**src/design/dsu_pkg.sv**
```systemverilog
package dsu_pkg;
   // =====================================================
   // register offsets, per channel base
   localparam logic [3:0] DSU_OFF_CTRL   = 4'h0;
   localparam logic [3:0] DSU_OFF_STAT   = 4'h1;
   localparam logic [3:0] DSU_OFF_BUF    = 4'h2;
   localparam logic [3:0] DSU_OFF_CLKSEL = 4'h8;
   localparam logic [3:0] DSU_CHAN_STEP  = 4'h4;
   // =====================================================
   // channel_control fields
   localparam int DSU_CTL_RXDONE = 0;
   localparam int DSU_CTL_TXDONE = 1;
   localparam int DSU_CTL_RX9    = 2;
   localparam int DSU_CTL_TX9    = 3;
   localparam int DSU_CTL_RXEN   = 4;
   localparam int DSU_CTL_MODE0  = 6;
   localparam int DSU_CTL_MODE1  = 7;
   // channel_error_status fields
   localparam int DSU_ST_ANY     = 0;
   localparam int DSU_ST_OVR     = 1;
   localparam int DSU_ST_BRK     = 2;
   localparam int DSU_ST_FRM     = 3;
   // clock select fields: chan0 rx, chan0 tx, chan1 rx, chan1 tx
   localparam int DSU_CS_R0 = 0;
   localparam int DSU_CS_T0 = 1;
   localparam int DSU_CS_R1 = 2;
   localparam int DSU_CS_T1 = 3;
   // =====================================================
   // timing
   localparam logic [4:0] DSU_OSC_DIV_M0 = 5'h10;
   localparam logic [4:0] DSU_OSC_DIV_M2 = 5'h02;
   localparam logic [4:0] DSU_HALF_M0    = 5'h08;
   localparam logic [3:0] DSU_OVS_LAST   = 4'hF;
   localparam logic [3:0] DSU_OVS_MID    = 4'h7;
   localparam logic [3:0] DSU_BITS8      = 4'h8;
   localparam logic [3:0] DSU_BITS9      = 4'h9;
   localparam logic [3:0] DSU_BITS10     = 4'hA;
   localparam logic [1:0] DSU_MODE_SHIFT = 2'h0;
   localparam logic [1:0] DSU_MODE_FIX9  = 2'h2;
   typedef enum {DSU_IDLE, DSU_START, DSU_DATA, DSU_STOP} dsu_state_t;
   typedef struct packed {
      logic [7:0]  ctrl;
      logic [3:0]  stat;
      logic [7:0]  rxBuf;
      logic [7:0]  txHold;
      logic        txFull;
      logic        txBusy;
      logic [9:0]  txShift;
      logic [3:0]  txCnt;
      logic [3:0]  txPh;
      logic [4:0]  txDiv;
      logic        txOut;
      logic        sclk;
      dsu_state_t  rxSt;
      logic [3:0]  rxPh;
      logic [3:0]  rxCnt;
      logic [8:0]  rxShift;
      logic        rxAllZero;
      logic [4:0]  rxDiv;
      logic        rxOe;
      logic        rxOut;
   } dsu_chan_t;
endpackage

```
**src/design/dsu_dual_serial.sv**
```systemverilog
// Design decisions made here: the register offsets and the address-and-strobe port.
`timescale 1ns/1ns
`default_nettype none
module dsu_dual_serial
   import dsu_pkg::*;
(
   // clock and reset
   input  wire logic       clock,
   input  wire logic       sys_rst,
   // register port
   input  wire logic [3:0] regAddr,
   input  wire logic [7:0] regWrData,
   input  wire logic       regWrStb,
   input  wire logic       regRdStb,
   output logic      [7:0] regRdData,
   // baud sources, one-cycle overflow pulses
   input  wire logic       timer1Ovf,
   input  wire logic       timer2Ovf,
   // serial pins, per channel
   input  wire logic [1:0] serialInPin,
   output logic      [1:0] serialInPinOut,
   output logic      [1:0] serialInPinOe,
   output logic      [1:0] serialOutPin,
   // interrupt requests
   output logic      [1:0] txIrq,
   output logic      [1:0] rxIrq
);
   import dsu_pkg::*;

   typedef struct packed {
      dsu_chan_t [1:0] ch;
      logic      [3:0] clkSel;
      logic      [1:0] inA;
      logic      [1:0] inB;
      logic      [1:0] inC;
      logic      [1:0] inLvl;
      logic      [7:0] rdData;
   } dsu_state_all_t;

   dsu_state_all_t st_ff;
   dsu_state_all_t nxt_st;

   // =====================================================
   // helpers
   function automatic logic [3:0] dsu_frame_bits(input logic [1:0] m);
      if (m == DSU_MODE_SHIFT) begin
         return DSU_BITS8;
      end else if (m[0] == 1'b1 && m[1] == 1'b0) begin
         return DSU_BITS10;
      end
      return DSU_BITS10 + 4'h1;
   endfunction

   // 16x tick for one direction of one channel
   function automatic logic dsu_tick(input logic [1:0] m, input logic t2sel,
                                     input logic osc);
      if (m == DSU_MODE_SHIFT || m == DSU_MODE_FIX9) begin
         return osc;
      end
      return t2sel ? timer2Ovf : timer1Ovf;
   endfunction

   logic [1:0] m;
   logic       txTick;
   logic       rxTick;
   logic       oscTx;
   logic       oscRx;
   logic       sel;
   logic [3:0] base;
   logic       wrBuf;
   logic       wrCtl;
   logic       wrSt;
   logic       rdBuf;
   logic       inBit;
   logic [3:0] nBits;

   always_comb begin
      nxt_st = st_ff;
      m = 2'h0;
      txTick = 1'b0;
      rxTick = 1'b0;
      oscTx = 1'b0;
      oscRx = 1'b0;
      sel = 1'b0;
      base = 4'h0;
      wrBuf = 1'b0;
      wrCtl = 1'b0;
      wrSt = 1'b0;
      rdBuf = 1'b0;
      inBit = 1'b0;
      nBits = 4'h0;
      // three-stage pin sampling, level moves when last two agree
      // the first stage may be metastable, so only the last two feed the level
      nxt_st.inA = serialInPin;
      nxt_st.inB = st_ff.inA;
      nxt_st.inC = st_ff.inB;
      for (int i = 0; i < 2; i++) begin
         if (st_ff.inB[i] == st_ff.inC[i]) begin
            nxt_st.inLvl[i] = st_ff.inC[i];
         end
      end
      if (regWrStb && regAddr == DSU_OFF_CLKSEL) begin
         nxt_st.clkSel = regWrData[3:0];
      end
      nxt_st.rdData = 8'h00;
      if (regRdStb && regAddr == DSU_OFF_CLKSEL) begin
         nxt_st.rdData = {4'h0, st_ff.clkSel};
      end
      for (int c = 0; c < 2; c++) begin
         base = (c == 0) ? 4'h0 : DSU_CHAN_STEP;
         m = {st_ff.ch[c].ctrl[DSU_CTL_MODE1], st_ff.ch[c].ctrl[DSU_CTL_MODE0]};
         nBits = dsu_frame_bits(m);
         wrBuf = regWrStb && regAddr == base + DSU_OFF_BUF;
         wrCtl = regWrStb && regAddr == base + DSU_OFF_CTRL;
         wrSt = regWrStb && regAddr == base + DSU_OFF_STAT;
         rdBuf = regRdStb && regAddr == base + DSU_OFF_BUF;
         inBit = st_ff.inLvl[c];
         // =====================================================
         // fixed oscillator dividers, osc/16 in mode 0, osc/32 in mode 2 via 16x tick
         nxt_st.ch[c].txDiv = st_ff.ch[c].txDiv + 5'h01;
         if (m == DSU_MODE_SHIFT) begin
            // two ticks per bit: shift clock low half, then high half
            oscTx = st_ff.ch[c].txDiv == DSU_HALF_M0 - 5'h01;
         end else begin
            oscTx = st_ff.ch[c].txDiv[0];
         end
         if (oscTx && m == DSU_MODE_SHIFT) begin
            nxt_st.ch[c].txDiv = 5'h00;
         end else if (m != DSU_MODE_SHIFT && st_ff.ch[c].txDiv >= DSU_OSC_DIV_M2 - 5'h01) begin
            nxt_st.ch[c].txDiv = 5'h00;
         end
         nxt_st.ch[c].rxDiv = st_ff.ch[c].rxDiv + 5'h01;
         oscRx = (m != DSU_MODE_SHIFT) && st_ff.ch[c].rxDiv[0];
         if (st_ff.ch[c].rxDiv >= DSU_OSC_DIV_M2 - 5'h01) begin
            nxt_st.ch[c].rxDiv = 5'h00;
         end
         sel = (c == 0) ? st_ff.clkSel[DSU_CS_T0] : st_ff.clkSel[DSU_CS_T1];
         txTick = (m == DSU_MODE_SHIFT) ? oscTx : dsu_tick(m, sel, oscTx);
         sel = (c == 0) ? st_ff.clkSel[DSU_CS_R0] : st_ff.clkSel[DSU_CS_R1];
         rxTick = dsu_tick(m, sel, oscRx);

         // =====================================================
         // software writes first, hardware sets below win
         if (wrCtl) begin
            nxt_st.ch[c].ctrl = regWrData;
            nxt_st.ch[c].ctrl[DSU_CTL_TXDONE] = st_ff.ch[c].ctrl[DSU_CTL_TXDONE]
                                                & regWrData[DSU_CTL_TXDONE];
            nxt_st.ch[c].ctrl[DSU_CTL_RXDONE] = st_ff.ch[c].ctrl[DSU_CTL_RXDONE]
                                                & regWrData[DSU_CTL_RXDONE];
            nxt_st.ch[c].ctrl[DSU_CTL_RX9] = st_ff.ch[c].ctrl[DSU_CTL_RX9];
         end
         if (wrSt) begin
            nxt_st.ch[c].stat = st_ff.ch[c].stat & regWrData[3:0];
         end

         // =====================================================
         // transmitter: holding register plus shifter
         if (wrBuf) begin
            nxt_st.ch[c].txHold = regWrData;
            nxt_st.ch[c].txFull = 1'b1;
            if (!st_ff.ch[c].txBusy) begin
               nxt_st.ch[c].ctrl[DSU_CTL_TXDONE] = 1'b1;
            end
         end
         if (txTick && st_ff.ch[c].txBusy) begin
            nxt_st.ch[c].txPh = st_ff.ch[c].txPh + 4'h1;
            if (m == DSU_MODE_SHIFT) begin
               // shift clock low in first half, data steady over rising edge
               nxt_st.ch[c].sclk = st_ff.ch[c].txPh[0];
               if (st_ff.ch[c].txPh[0]) begin
                  nxt_st.ch[c].txShift = {1'b1, st_ff.ch[c].txShift[9:1]};
                  nxt_st.ch[c].txCnt = st_ff.ch[c].txCnt + 4'h1;
                  nxt_st.ch[c].rxShift = {1'b0, inBit, st_ff.ch[c].rxShift[7:1]};
               end
            end else if (st_ff.ch[c].txPh == DSU_OVS_LAST) begin
               nxt_st.ch[c].txCnt = st_ff.ch[c].txCnt + 4'h1;
               // ninth bit read live as it goes out
               if (st_ff.ch[c].txCnt == DSU_BITS8 && nBits != DSU_BITS10) begin
                  nxt_st.ch[c].txOut = st_ff.ch[c].ctrl[DSU_CTL_TX9];
               end else if (st_ff.ch[c].txCnt >= DSU_BITS8) begin
                  nxt_st.ch[c].txOut = 1'b1;
               end else begin
                  nxt_st.ch[c].txOut = st_ff.ch[c].txShift[0];
                  nxt_st.ch[c].txShift = {1'b1, st_ff.ch[c].txShift[9:1]};
               end
            end
         end
         if (st_ff.ch[c].txBusy && st_ff.ch[c].txCnt == nBits - 4'h1 + (m == DSU_MODE_SHIFT ? 4'h1 : 4'h0)
             && (m == DSU_MODE_SHIFT || (txTick && st_ff.ch[c].txPh == DSU_OVS_LAST))) begin
            // a mode 0 reception ends here too, but it sent nothing
            if (m != DSU_MODE_SHIFT || st_ff.ch[c].rxOe) begin
               nxt_st.ch[c].ctrl[DSU_CTL_TXDONE] = 1'b1;
            end
            nxt_st.ch[c].txBusy = 1'b0;
            nxt_st.ch[c].txOut = 1'b1;
            nxt_st.ch[c].sclk = 1'b1;
            if (m == DSU_MODE_SHIFT) begin
               nxt_st.ch[c].rxOe = 1'b0;
               // the drive enable tells a mode 0 send from a mode 0 reception
               if (!st_ff.ch[c].rxOe) begin
                  nxt_st.ch[c].rxBuf = st_ff.ch[c].rxShift[7:0];
                  nxt_st.ch[c].ctrl[DSU_CTL_RXDONE] = 1'b1;
               end
            end
         end else if (!st_ff.ch[c].txBusy && st_ff.ch[c].txFull && !wrBuf) begin
            // back to back load keeps the line packed
            nxt_st.ch[c].txBusy = 1'b1;
            nxt_st.ch[c].txFull = 1'b0;
            nxt_st.ch[c].txCnt = 4'h0;
            nxt_st.ch[c].txPh = 4'h0;
            nxt_st.ch[c].txShift = {2'h3, st_ff.ch[c].txHold};
            nxt_st.ch[c].txOut = (m == DSU_MODE_SHIFT) ? 1'b1 : 1'b0;
            nxt_st.ch[c].rxOe = m == DSU_MODE_SHIFT;
            nxt_st.ch[c].rxOut = st_ff.ch[c].txHold[0];
         end
         // data moves while the shift clock is low, so it stands over the rising edge
         if (m == DSU_MODE_SHIFT && st_ff.ch[c].txBusy && txTick
             && !st_ff.ch[c].txPh[0]) begin
            nxt_st.ch[c].rxOut = st_ff.ch[c].txShift[0];
         end
         // =====================================================
         // mode 0 receive: shift in with dummy ones when enabled and flag clear
         if (m == DSU_MODE_SHIFT && !st_ff.ch[c].txBusy && !st_ff.ch[c].txFull
             && st_ff.ch[c].ctrl[DSU_CTL_RXEN] && !st_ff.ch[c].ctrl[DSU_CTL_RXDONE]
             && !wrBuf && !wrCtl) begin
            nxt_st.ch[c].txBusy = 1'b1;
            nxt_st.ch[c].txCnt = 4'h0;
            nxt_st.ch[c].txPh = 4'h0;
            nxt_st.ch[c].txShift = 10'h3FF;
            nxt_st.ch[c].rxOe = 1'b0;
         end

         // =====================================================
         // asynchronous receiver
         if (m != DSU_MODE_SHIFT && rxTick) begin
            nxt_st.ch[c].rxPh = st_ff.ch[c].rxPh + 4'h1;
            case (st_ff.ch[c].rxSt)
               DSU_IDLE: begin
                  nxt_st.ch[c].rxPh = 4'h0;
                  if (!inBit && st_ff.ch[c].ctrl[DSU_CTL_RXEN]) begin
                     nxt_st.ch[c].rxSt = DSU_START;
                     nxt_st.ch[c].rxAllZero = 1'b1;
                  end
               end
               DSU_START: begin
                  if (st_ff.ch[c].rxPh == DSU_OVS_MID) begin
                     if (inBit) begin
                        nxt_st.ch[c].rxSt = DSU_IDLE;
                     end else begin
                        nxt_st.ch[c].rxSt = DSU_DATA;
                        nxt_st.ch[c].rxPh = 4'h0;
                        nxt_st.ch[c].rxCnt = 4'h0;
                     end
                  end
               end
               DSU_DATA: begin
                  if (st_ff.ch[c].rxPh == DSU_OVS_LAST) begin
                     nxt_st.ch[c].rxShift = {inBit, st_ff.ch[c].rxShift[8:1]};
                     nxt_st.ch[c].rxAllZero = st_ff.ch[c].rxAllZero & ~inBit;
                     nxt_st.ch[c].rxCnt = st_ff.ch[c].rxCnt + 4'h1;
                     if (st_ff.ch[c].rxCnt == nBits - 4'h3) begin
                        nxt_st.ch[c].rxSt = DSU_STOP;
                     end
                  end
               end
               DSU_STOP: begin
                  if (st_ff.ch[c].rxPh == DSU_OVS_LAST) begin
                     nxt_st.ch[c].rxSt = DSU_IDLE;
                     if (st_ff.ch[c].rxAllZero && !inBit) begin
                        nxt_st.ch[c].stat[DSU_ST_BRK] = 1'b1;
                     end
                     if (!inBit) begin
                        nxt_st.ch[c].stat[DSU_ST_FRM] = 1'b1;
                     end
                     // overrun keeps the older character, the new one is dropped
                     if (st_ff.ch[c].ctrl[DSU_CTL_RXDONE]) begin
                        nxt_st.ch[c].stat[DSU_ST_OVR] = 1'b1;
                     end else begin
                        nxt_st.ch[c].ctrl[DSU_CTL_RXDONE] = 1'b1;
                        if (nBits == DSU_BITS10) begin
                           nxt_st.ch[c].rxBuf = st_ff.ch[c].rxShift[8:1];
                           nxt_st.ch[c].ctrl[DSU_CTL_RX9] = inBit;
                        end else begin
                           nxt_st.ch[c].rxBuf = st_ff.ch[c].rxShift[7:0];
                           nxt_st.ch[c].ctrl[DSU_CTL_RX9] = st_ff.ch[c].rxShift[8];
                        end
                     end
                  end
               end
               default: nxt_st.ch[c].rxSt = DSU_IDLE;
            endcase
         end
         if (m == DSU_MODE_SHIFT) begin
            nxt_st.ch[c].rxSt = DSU_IDLE;
         end
         // =====================================================
         // summary follows the three error flags
         nxt_st.ch[c].stat[DSU_ST_ANY] = |nxt_st.ch[c].stat[3:1];

         // read data stand one slot after the strobe, zero otherwise
         if (regRdStb && regAddr == base + DSU_OFF_CTRL) begin
            nxt_st.rdData = st_ff.ch[c].ctrl;
         end
         if (regRdStb && regAddr == base + DSU_OFF_STAT) begin
            nxt_st.rdData = {4'h0, st_ff.ch[c].stat};
         end
         if (rdBuf) begin
            nxt_st.rdData = st_ff.ch[c].rxBuf;
         end
      end
   end

   always_ff @(posedge clock or posedge sys_rst) begin
      if (sys_rst) begin
         st_ff <= '0;
         for (int c = 0; c < 2; c++) begin
            st_ff.ch[c].txOut <= 1'b1;
            st_ff.ch[c].sclk <= 1'b1;
            st_ff.ch[c].rxSt <= DSU_IDLE;
         end
         // pins idle high, so no false start bit after reset
         st_ff.inA <= 2'h3;
         st_ff.inB <= 2'h3;
         st_ff.inC <= 2'h3;
         st_ff.inLvl <= 2'h3;
      end else begin
         st_ff <= nxt_st;
      end
   end

   // =====================================================
   // outputs
   always_comb begin
      regRdData = st_ff.rdData;
      for (int c = 0; c < 2; c++) begin
         serialOutPin[c] = (st_ff.ch[c].ctrl[DSU_CTL_MODE1:DSU_CTL_MODE0] == DSU_MODE_SHIFT)
                           ? st_ff.ch[c].sclk : st_ff.ch[c].txOut;
         serialInPinOut[c] = st_ff.ch[c].rxOut;
         serialInPinOe[c] = st_ff.ch[c].rxOe;
         txIrq[c] = st_ff.ch[c].ctrl[DSU_CTL_TXDONE];
         rxIrq[c] = st_ff.ch[c].ctrl[DSU_CTL_RXDONE];
      end
   end
endmodule
`default_nettype wire

```
**config.mk**
```make
export PLATFORM = sky130hd
export DESIGN_NAME = dsu_dual_serial
export DESIGN_NICKNAME = d
export VERILOG_FILES = /design/src/design/dsu_pkg.sv /design/src/design/dsu_dual_serial.sv
export SDC_FILE = /design/constraint.sdc
export NUM_CORES = 1
export LEC_CHECK = 0
export ABC_AREA = 0
export BUFFER_PORTS_ARGS = -buffer_cell sky130_fd_sc_hd__buf_2
export CORE_UTILIZATION = 64
export CTS_BUF_LIST = sky130_fd_sc_hd__clkbuf_8
export DETAILED_ROUTE_END_ITERATION = 10
export PLACE_DENSITY = 0.82
export SLEW_MARGIN = 20
export SYNTH_ARGS = -nofsm -noshare
export SYNTH_HDL_FRONTEND = slang
export SYNTH_SLANG_ARGS = --single-unit
```
**constraint.sdc**
```tcl
create_clock -name clock -period 6.82 [get_ports clock]
set_input_delay 1.023 -clock clock [delete_from_list [all_inputs] [get_ports clock]]
set_output_delay 1.023 -clock clock [all_outputs]
set_load 0.02 [all_outputs]
```
==> results_dict.tcl, run 1 <==
set metrics [dict create \
    avgSynthCellArea_um2 10.5 \
    ys_warn_count 0 \
    power_density_mw_per_mm2 303 \
    pre_cts_slack_ns 3.71 \
    synthFlopType "dfrtp_1" \
    combinationalPowerShare_pct 24.0 \
    yosysTopAreaCell "dfrtp_1" \
    drc_errors 0 \
    synth_edf_count 0 \
    row_count 43 \
    post-place-cells 1074 \
    routabilityCongestion 0.908 \
    antenna_found_initial 4 \
    synth_top_area_share_pct 45.6 \
    async_flop_share_pct 100 \
    path_max_fanout 17 \
    tightest_slew_ns 1.01 \
    antenna_left 0 \
    routedWlPerCell_um 17.7 \
    ys_seq_elements 184 \
    vias_per_cell 6.18 \
    drive_gt1_share_pct 18.9 \
    fin_ws_ns 3.61 \
    path_class "reg -> out" \
    outcome "finished, final reports clean" \
    final-hold-violation-count 0 \
    rsz0062_at_grt "false" \
    grt_usage_pct 27.6 \
    synth_area_leaders "dfrtp_1 46%, mux2_2 5.9%, nor2_1 3.9%" \
    finalPower_mw 3.04 \
    p_sw_share_pct 33.4 \
    die_y_um 123 \
    grt_pass1_vias 6393 \
    slew_violations 0 \
    dp_hpwl_um 13400 \
    die-area_mm2 0.0152 \
    max-cap-violations 0 \
    synthCells 900 \
    cts_max_level 4 \
    cts.sinks 184 \
    endpoint_kind "primary output" \
    cts_buffers 17 \
    ioPinCount 38 \
    synth_most_common_cell "dfrtp_1" \
    synth_area_mm2 0.00943 \
    post_cts_buffers 0 \
    num_vias 6839 \
    portBuffers 37 \
    clkTransAtPathRegs_ns 0.08 \
    nets 960 \
    ir_drop_v 0.000236 \
    synth_cell_types 89 \
    cts_buffer_depth 2 \
    firstDrtPassIters 5 \
    coreArea_mm2 0.0141 \
    cts_tree "yes" \
    cts.repair.resized 0 \
    pwr-share-seq_pct 50.7 \
    fin_setup_tns_ns 0 \
    die_w_um 123 \
    setup_viol 0 \
    insertion_delay_ns 0.48 \
    grt_max_degree 121 \
    seq_area_frac_synth_pct 49.0 \
    routed_wl_um 19600 \
    p_int_mw 2.02 \
    pwr-share-clk_pct 25.3 \
    layout.cells.non_filler 1107 \
    yosys-top-cells-count "172 x dfrtp_1, 97 x nor2_1, 79 x nand2_1" \
    switchingPower_mw 1.02 \
    skew_ns 0.0119 \
    initial_utilization_pct 66.7 \
    grt-ovfl-total 0 \
    cp.arrival_ns 2.19 \
    min_period_ns 3.21 \
    grt_first_pass_wirelength_um 31900 \
    ctsHoldBuffers 0 \
    fin_hold_ws_ns 0.359 \
    clock-root-buffer "clkbuf_8" \
    leakage_nw 4.65 \
    slew-limit-headroom_pct 32.3 \
    hold_path.class "reg -> reg" \
    worstSetupStartpointType "flop" \
    required_ns 5.80 \
    max_clock_freq_ghz 0.312 \
    drt_iter0_markers 519 \
    syn2layout_area_growth_pct 6.13 \
    finalCritPeriodShare_pct 47.1 \
]
## worst max-delay path, stage by stage (launching register included)
cell and delay, ns:
dfrtp_1 0.74, or2_1 0.60, nand2_1 0.10, nand2_1 0.10, buf_2 0.17
## power groups by stage
| stage | clock (mW) | sequential [mW] | combinational (mW) |
|---|---|---|---|
| after global routing | 0.827 | 1.57 | 0.818 |
| final | 0.769 | 1.54 | 0.728 |
| after CTS | 0.782 | 1.53 | 0.729 |
| after floorplan | 0 | 1.47 | 0.629 |
| after detailed placement | 0 | 1.55 | 0.722 |
| after global placement | 0 | 1.54 | 0.696 |
## cells in the final DEF, fill, tap and decap left out, types with 9 or more instances in the layout
| cell | count |
|---|---|
| dfrtp_1 | 172 |
| nor2_1 | 97 |
| nand2_1 | 79 |
| a21oi_1 | 51 |
| mux2_2 | 49 |
| o21ai_0 | 37 |
| buf_2 | 37 |
| inv_1 | 35 |
| mux2i_1 | 35 |
| nand3_1 | 30 |
| ha_1 | 27 |
| clkbuf_8 | 21 |
| nor3_1 | 16 |
| nand2b_1 | 16 |
| xor2_1 | 12 |
| dfstp_2 | 12 |
| o31ai_1 | 9 |
## flip-flops by register name, indices dropped and copies added, names as in the netlist
| register | cells |
|---|---|
| st_ff | 160 |
| nxt_st | 4 |
| serialInPinOut | 2 |
| regRdData | 8 |
| inBit | 1 |
| sel | 1 |
| rxIrq | 2 |
| serialInPinOe | 2 |
| txIrq | 2 |
| m | 2 |
## cells by family after synthesis
family | count (synthesis) | synth area share (%)
and+or+nand+nor | 313 | 16.9
xor gates and xnor gates | 18 | 1.67
DFF | 184 | 49.0
buffers and inverters | 81 | 4.36
muxes | 86 | 9.96
AOI/OAI and AO/OA | 188 | 14.3
adders and majority gates | 29 | 3.79
other | 1 | 0.0398
## final cells by class
cell class / instances / area (um2)
flip-flops and latches: 184 / 4620
multi-input cells: 638 / 4410
fillers: 1054 / 4140
clock buffers: 21 / 289
well taps: 180 / 225
repair buffers: 39 / 200
inverters: 33 / 131
clock inverters: 10 / 128
diodes: 2 / 5.00
## worst paths after layout
check                           start               to  slack [ns]  cells after the start
setup / recovery           st_ff[130]  serialOutPin[0]        3.61                      4
hold reg to reg            nxt_st[13]       nxt_st[11]        0.36                      0
hold / removal             nxt_st[13]       nxt_st[11]        0.36                      0
max in group asynchronous     sys_rst       st_ff[127]        4.77                      3
setup reg to reg           st_ff[130]        st_ff[93]        3.89                      5
min in group asynchronous     sys_rst        st_ff[31]        0.69                      2
## per-layer routing
layer	part of all wire (%)	GRT usage, %	vias to the layer above
met5	0.12	0	-
met4	1.4	9.49	4
met3	6.5	7.38	32
met2	44	40.3	194
met1	48	39.8	3377
li1	-	-	3232
## per-stage QoR
| stage | area (um2) | utilization (%) |
|---|---|---|
| final | 10000 | 70.7 |
| after global routing | 10000 | 70.7 |
| after CTS | 10000 | 70.7 |
| after detailed placement | 9590 | 67.7 |
| after global placement | 9590 | 67.7 |
| after floorplan | 9440 | - |
Note: power is estimated with default switching activity, not from simulation.
==> run 2, diff against run 1 <==
CORE_UTILIZATION = 58   (was 64)
PLACE_DENSITY = 0.79   (was 0.82)
clock period = 2.9 ns   (was 6.82 ns; I/O delays follow)
==> results_dict.tcl, run 2 (synthesis gave the netlist of run 1 again) <==
set metrics [dict create \
    routed_wl_um 19600 \
    num_vias 6821 \
    final_common_cell "dfrtp_1" \
    largest_reg_flops 160 \
    cts_buffers 17 \
    post_cts_buffers 0 \
    initial_utilization_pct 59.4 \
    reg2reg_to "st_ff[230]" \
    row_count 46 \
    fin_setup_tns_ns 0 \
    drive_gt1_share_pct 20.3 \
    coreArea_mm2 0.0159 \
    nets 974 \
    max_clock_freq_ghz 0.440 \
    endpoint_kind "flop" \
    rsz0062_at_grt "false" \
    slowest_delay_ns 0.67 \
    insertion_delay_ns 0.47 \
    slew-limit-headroom_pct 45.1 \
    cp_slowest_cell "a22oi_2" \
    grt_usage_pct 24.7 \
    vias_per_cell 5.90 \
    antenna_left 0 \
    pre_cts_slack_ns 0.570 \
    min_period_ns 2.27 \
    finalCritPeriodShare_pct 78.3 \
    finalPower_mw 7.02 \
    max-cap-violations 0 \
    reg2reg_from "m[0]" \
    ir_drop_v 0.000331 \
    die-area_mm2 0.0168 \
    die_w_um 130 \
    required_ns 3.26 \
    largest_register "st_ff" \
    r2r_cells 5 \
    outcome "finished, final reports clean" \
    drc_errors 0 \
    routedWlPerCell_um 16.9 \
    skew_ns 0.0193 \
    r2r_slack_ns 0.63 \
    grt-ovfl-total 0 \
    routabilityCongestion 0.874 \
    num-fill-cells 1324 \
    final_cell_mix "172 x dfrtp_1, 97 x nor2_1, 79 x nand2_1, 51 x a21oi_1, 49 x mux2_2" \
    hold_path.class "in -> async" \
    power_density_mw_per_mm2 692 \
    cts_buffer_depth 2 \
    setup_viol 0 \
    portBuffers 37 \
    cts.sinks 184 \
    ioPinCount 38 \
    cp.arrival_ns 2.63 \
    grt_max_degree 159 \
    grt_first_pass_wirelength_um 31900 \
    layout.cells.non_filler 1157 \
    cts.repair.resized 0 \
    cts_max_level 4 \
    fin_ws_ns 0.629 \
    final-hold-violation-count 0 \
    worstSetupStartpointType "flop" \
    cts_tree "yes" \
    post-place-cells 1124 \
    syn2layout_area_growth_pct 7.47 \
    clock-root-buffer "clkbuf_8" \
    die_y_um 130 \
    path_max_fanout 15 \
    dp_hpwl_um 13800 \
    drt_iter0_markers 607 \
    ctsHoldBuffers 0 \
    clkTransAtPathRegs_ns 0.10 \
    grt_pass1_vias 6354 \
    slew_violations 0 \
    worstPathCellList "nor2b_4, a22oi_2, nor3_2, nand2b_1, o221a_2" \
    tightest_slew_ns 0.823 \
    path_class "reg -> reg" \
    firstDrtPassIters 5 \
    leakage_nw 4.69 \
    fin_hold_ws_ns 0.0572 \
    antenna_found_initial 1 \
]
-- run 2: changes by cell type in the layout (fill, tap and decap cells not counted) --
cell | before | now
buf_4 | 2 | 15
buf_12 | 0 | 1
clkbuf_8 | 21 | 17
clkinv_4 | 1 | 2
inv_1 | 35 | 34
inv_8 | 1 | 0
clkinvlp_4 | 1 | 4
bufinv_16 | 3 | 2
diode_2 | 2 | 1
inv_6 | 0 | 4
-- run 2: through the flow --
stage,area [um2],util [%]
global placement,9750,61.4
detailed placement,9750,61.4
floorplan,9450,-
finish,10100,63.8
global route,10100,63.8
CTS,10100,63.8
-- run 2: power breakdown --
group,switching (mW),internal (mW)
Sequential,0.483,3.09
Clock,0.926,0.768
Combinational,0.985,0.770
Total,2.39,4.62
-- run 2: worst max-delay path by stage --
stage | to | slack [ns] | depth (start not counted) | start
after floorplan | m[0] | 0.11 | 1 | sys_rst
after global placement | st_ff[231] | 0.65 | 6 | timer2Ovf
after detailed placement | st_ff[230] | 0.57 | 6 | timer2Ovf
after CTS | serialOutPin[1] | 0.61 | 4 | m[0]
after global routing | st_ff[230] | 0.51 | 5 | m[0]
final | st_ff[230] | 0.63 | 5 | m[0]
-- run 2: area by class of cell --
class	instances	area (um2)	share of cell area (%)
flip-flops and latches	184	4620	45.6
multi-input cells	638	4410	43.5
repair buffers	53	318	3.14
well taps	216	270	2.67
clock buffers	17	234	2.31
clock inverters	15	153	1.51
inverters	33	128	1.26
diodes	1	2.50	0.0247
-- run 2: worst max-delay path, delay by kind of cell (launching register included) --
family          cells  cell delay (ns)
flops               1             0.64
compound gates      2             0.99
simple gates        3             0.53
-- run 2: metal layers --
layer	share of wire [%]	global-route usage, %	vias to the layer above
met4	1.8	8.82	0
li1	-	-	3262
met5	0	0	-
met1	48	35.7	3362
met2	46	37.4	170
met3	4.9	4.54	27
==> run 3, diff against run 2 <==
CORE_UTILIZATION = 64   (was 58)
PLACE_DENSITY = 0.82   (was 0.79)
clock period = 2.2 ns   (was 2.9 ns; I/O delays follow)
==> results_dict.tcl, run 3 (synthesis gave the netlist of run 1 again) <==
set metrics [dict create \
    outcome "finished, final reports clean" \
    slew-limit-headroom_pct 54.1 \
    endpoint_kind "primary output" \
    ioPinCount 38 \
    final_common_cell "dfrtp_1" \
    pre_cts_slack_ns 0.175 \
    grt_first_pass_wirelength_um 33900 \
    cts_buffers 17 \
    firstDrtPassIters 5 \
    num-fill-cells 991 \
    setup_viol 0 \
    die-area_mm2 0.0152 \
    rsz0062_at_grt "false" \
    critPathBufInv 2 \
    seq_area_mm2 0.00462 \
    layout.cells.non_filler 1157 \
    clkTransAtPathRegs_ns 0.09 \
    largest_register "st_ff" \
    cp_slowest_cell "dfrtp_2" \
    cts_buffer_depth 2 \
    grt-ovfl-total 0 \
    die_w_um 123 \
    skew_ns 0.0107 \
    slew_violations 0 \
    finalCritPeriodShare_pct 96.1 \
    post-place-cells 1122 \
    portBuffers 37 \
    fin_hold_ws_ns 0.178 \
    syn2layout_area_growth_pct 10.9 \
    required_ns 1.87 \
    cp.arrival_ns 1.78 \
    nets 1011 \
    post_cts_buffers 0 \
    worstPathCellList "or2_1, buf_4, nand2_1, nand2_1, buf_2" \
    max_clock_freq_ghz 0.473 \
    hold_path.class "in -> reg" \
    final_cell_mix "170 x dfrtp_1, 96 x nor2_1, 79 x nand2_1, 51 x a21oi_1, 49 x mux2_2" \
    largest_reg_flops 160 \
    grt_max_degree 35 \
    path_max_fanout 13 \
    dp_hpwl_um 15000 \
    die_y_um 123 \
    drc_errors 0 \
    insertion_delay_ns 0.45 \
    multi_input_area_mm2 0.00442 \
    num_vias 7167 \
    placed_area_mm2 0.0100 \
    routedWlPerCell_um 18.1 \
    grt_pass1_vias 6795 \
    row_count 43 \
    slowest_delay_ns 0.49 \
    max-cap-violations 0 \
    cts_tree "yes" \
    fin_setup_tns_ns 0 \
    grt_usage_pct 29.1 \
    routed_wl_um 20900 \
    tightest_slew_ns 0.687 \
    cp_common_cell "nand2_1" \
    coreArea_mm2 0.0141 \
    clock-root-buffer "clkbuf_8" \
    antenna_found_initial 2 \
    cts.sinks 184 \
    final-hold-violation-count 0 \
    leakage_nw 4.90 \
    drive_gt1_share_pct 23.3 \
    antenna_left 0 \
    min_period_ns 2.11 \
    fin_ws_ns 0.0852 \
    power_density_mw_per_mm2 916 \
    cts_max_level 4 \
    fin_area_mm2 0.0105 \
    vias_per_cell 6.19 \
    worstSetupStartpointType "flop" \
    initial_utilization_pct 66.7 \
    drt_iter0_markers 673 \
    ir_drop_v 0.000488 \
    path_class "reg -> out" \
    routabilityCongestion 0.892 \
    path_delay_family "flip-flops" \
]
## run 3: what timing repair did
action / in CTS / in global routing
endpoints found under the hold margin: 17 / 0
endpoints found under the setup margin: 0 / 11
hold buffers: 3 / 0
resized for setup: 0 / 5
## run 3: worst paths after layout
check | cells after the start | from | slack [ns] | endpoint
max in group asynchronous | 4 | sys_rst | 1.03 | nxt_st[10]
min in group asynchronous | 3 | sys_rst | 0.53 | st_ff[33]
min reg2reg | 0 | nxt_st[12] | 0.36 | nxt_st[10]
max reg2reg | 6 | st_ff[191] | 0.16 | st_ff[141]
min | 3 | regWrData[7] | 0.18 | m[1]
max | 5 | st_ff[130] | 0.09 | serialOutPin[0]
## run 3: stage by stage
step                      util [%]  power, mW
final                         73.9       9.58
after global routing          73.9       10.1
after CTS                     73.8       9.58
after detailed placement      70.7       7.26
after global placement        70.7       7.13
after floorplan                  -       6.51
## run 3: worst reg2reg max path, delay by kind of cell (launching register included)
kind	cells	cell delay (ns)
compound gates	1	0.21
simple gates	3	0.64
mux	1	0.39
flops	1	0.46
fa+ha+maj	1	0.23
## run 3: layout make-up
class	count	area share, %
well taps	180	2.15
clock buffers	20	2.63
diodes	1	0.0239
inverters	33	1.22
clock inverters	11	1.26
repair buffers	90	6.25
multi-input cells	638	42.3
flip-flops and latches	184	44.2
## run 3: routing by layer
layer / share of wire (%) / wire [um] / track usage, % / vias to the layer above
met2: 46 / 9580 / 45.7 / 268
met3: 7.2 / 1500 / 7.20 / 29
met4: 1.3 / 265 / 8.28 / 2
met1: 46 / 9590 / 40.2 / 3524
met5: 0.067 / 14 / 0 / -
li1: - / - / - / 3344
## run 3: report_power, final
part	switching, mW	total (mW)	internal [mW]
Clock	1.13	2.32	1.19
Combinational	1.40	2.53	1.14
Sequential	0.651	4.72	4.07
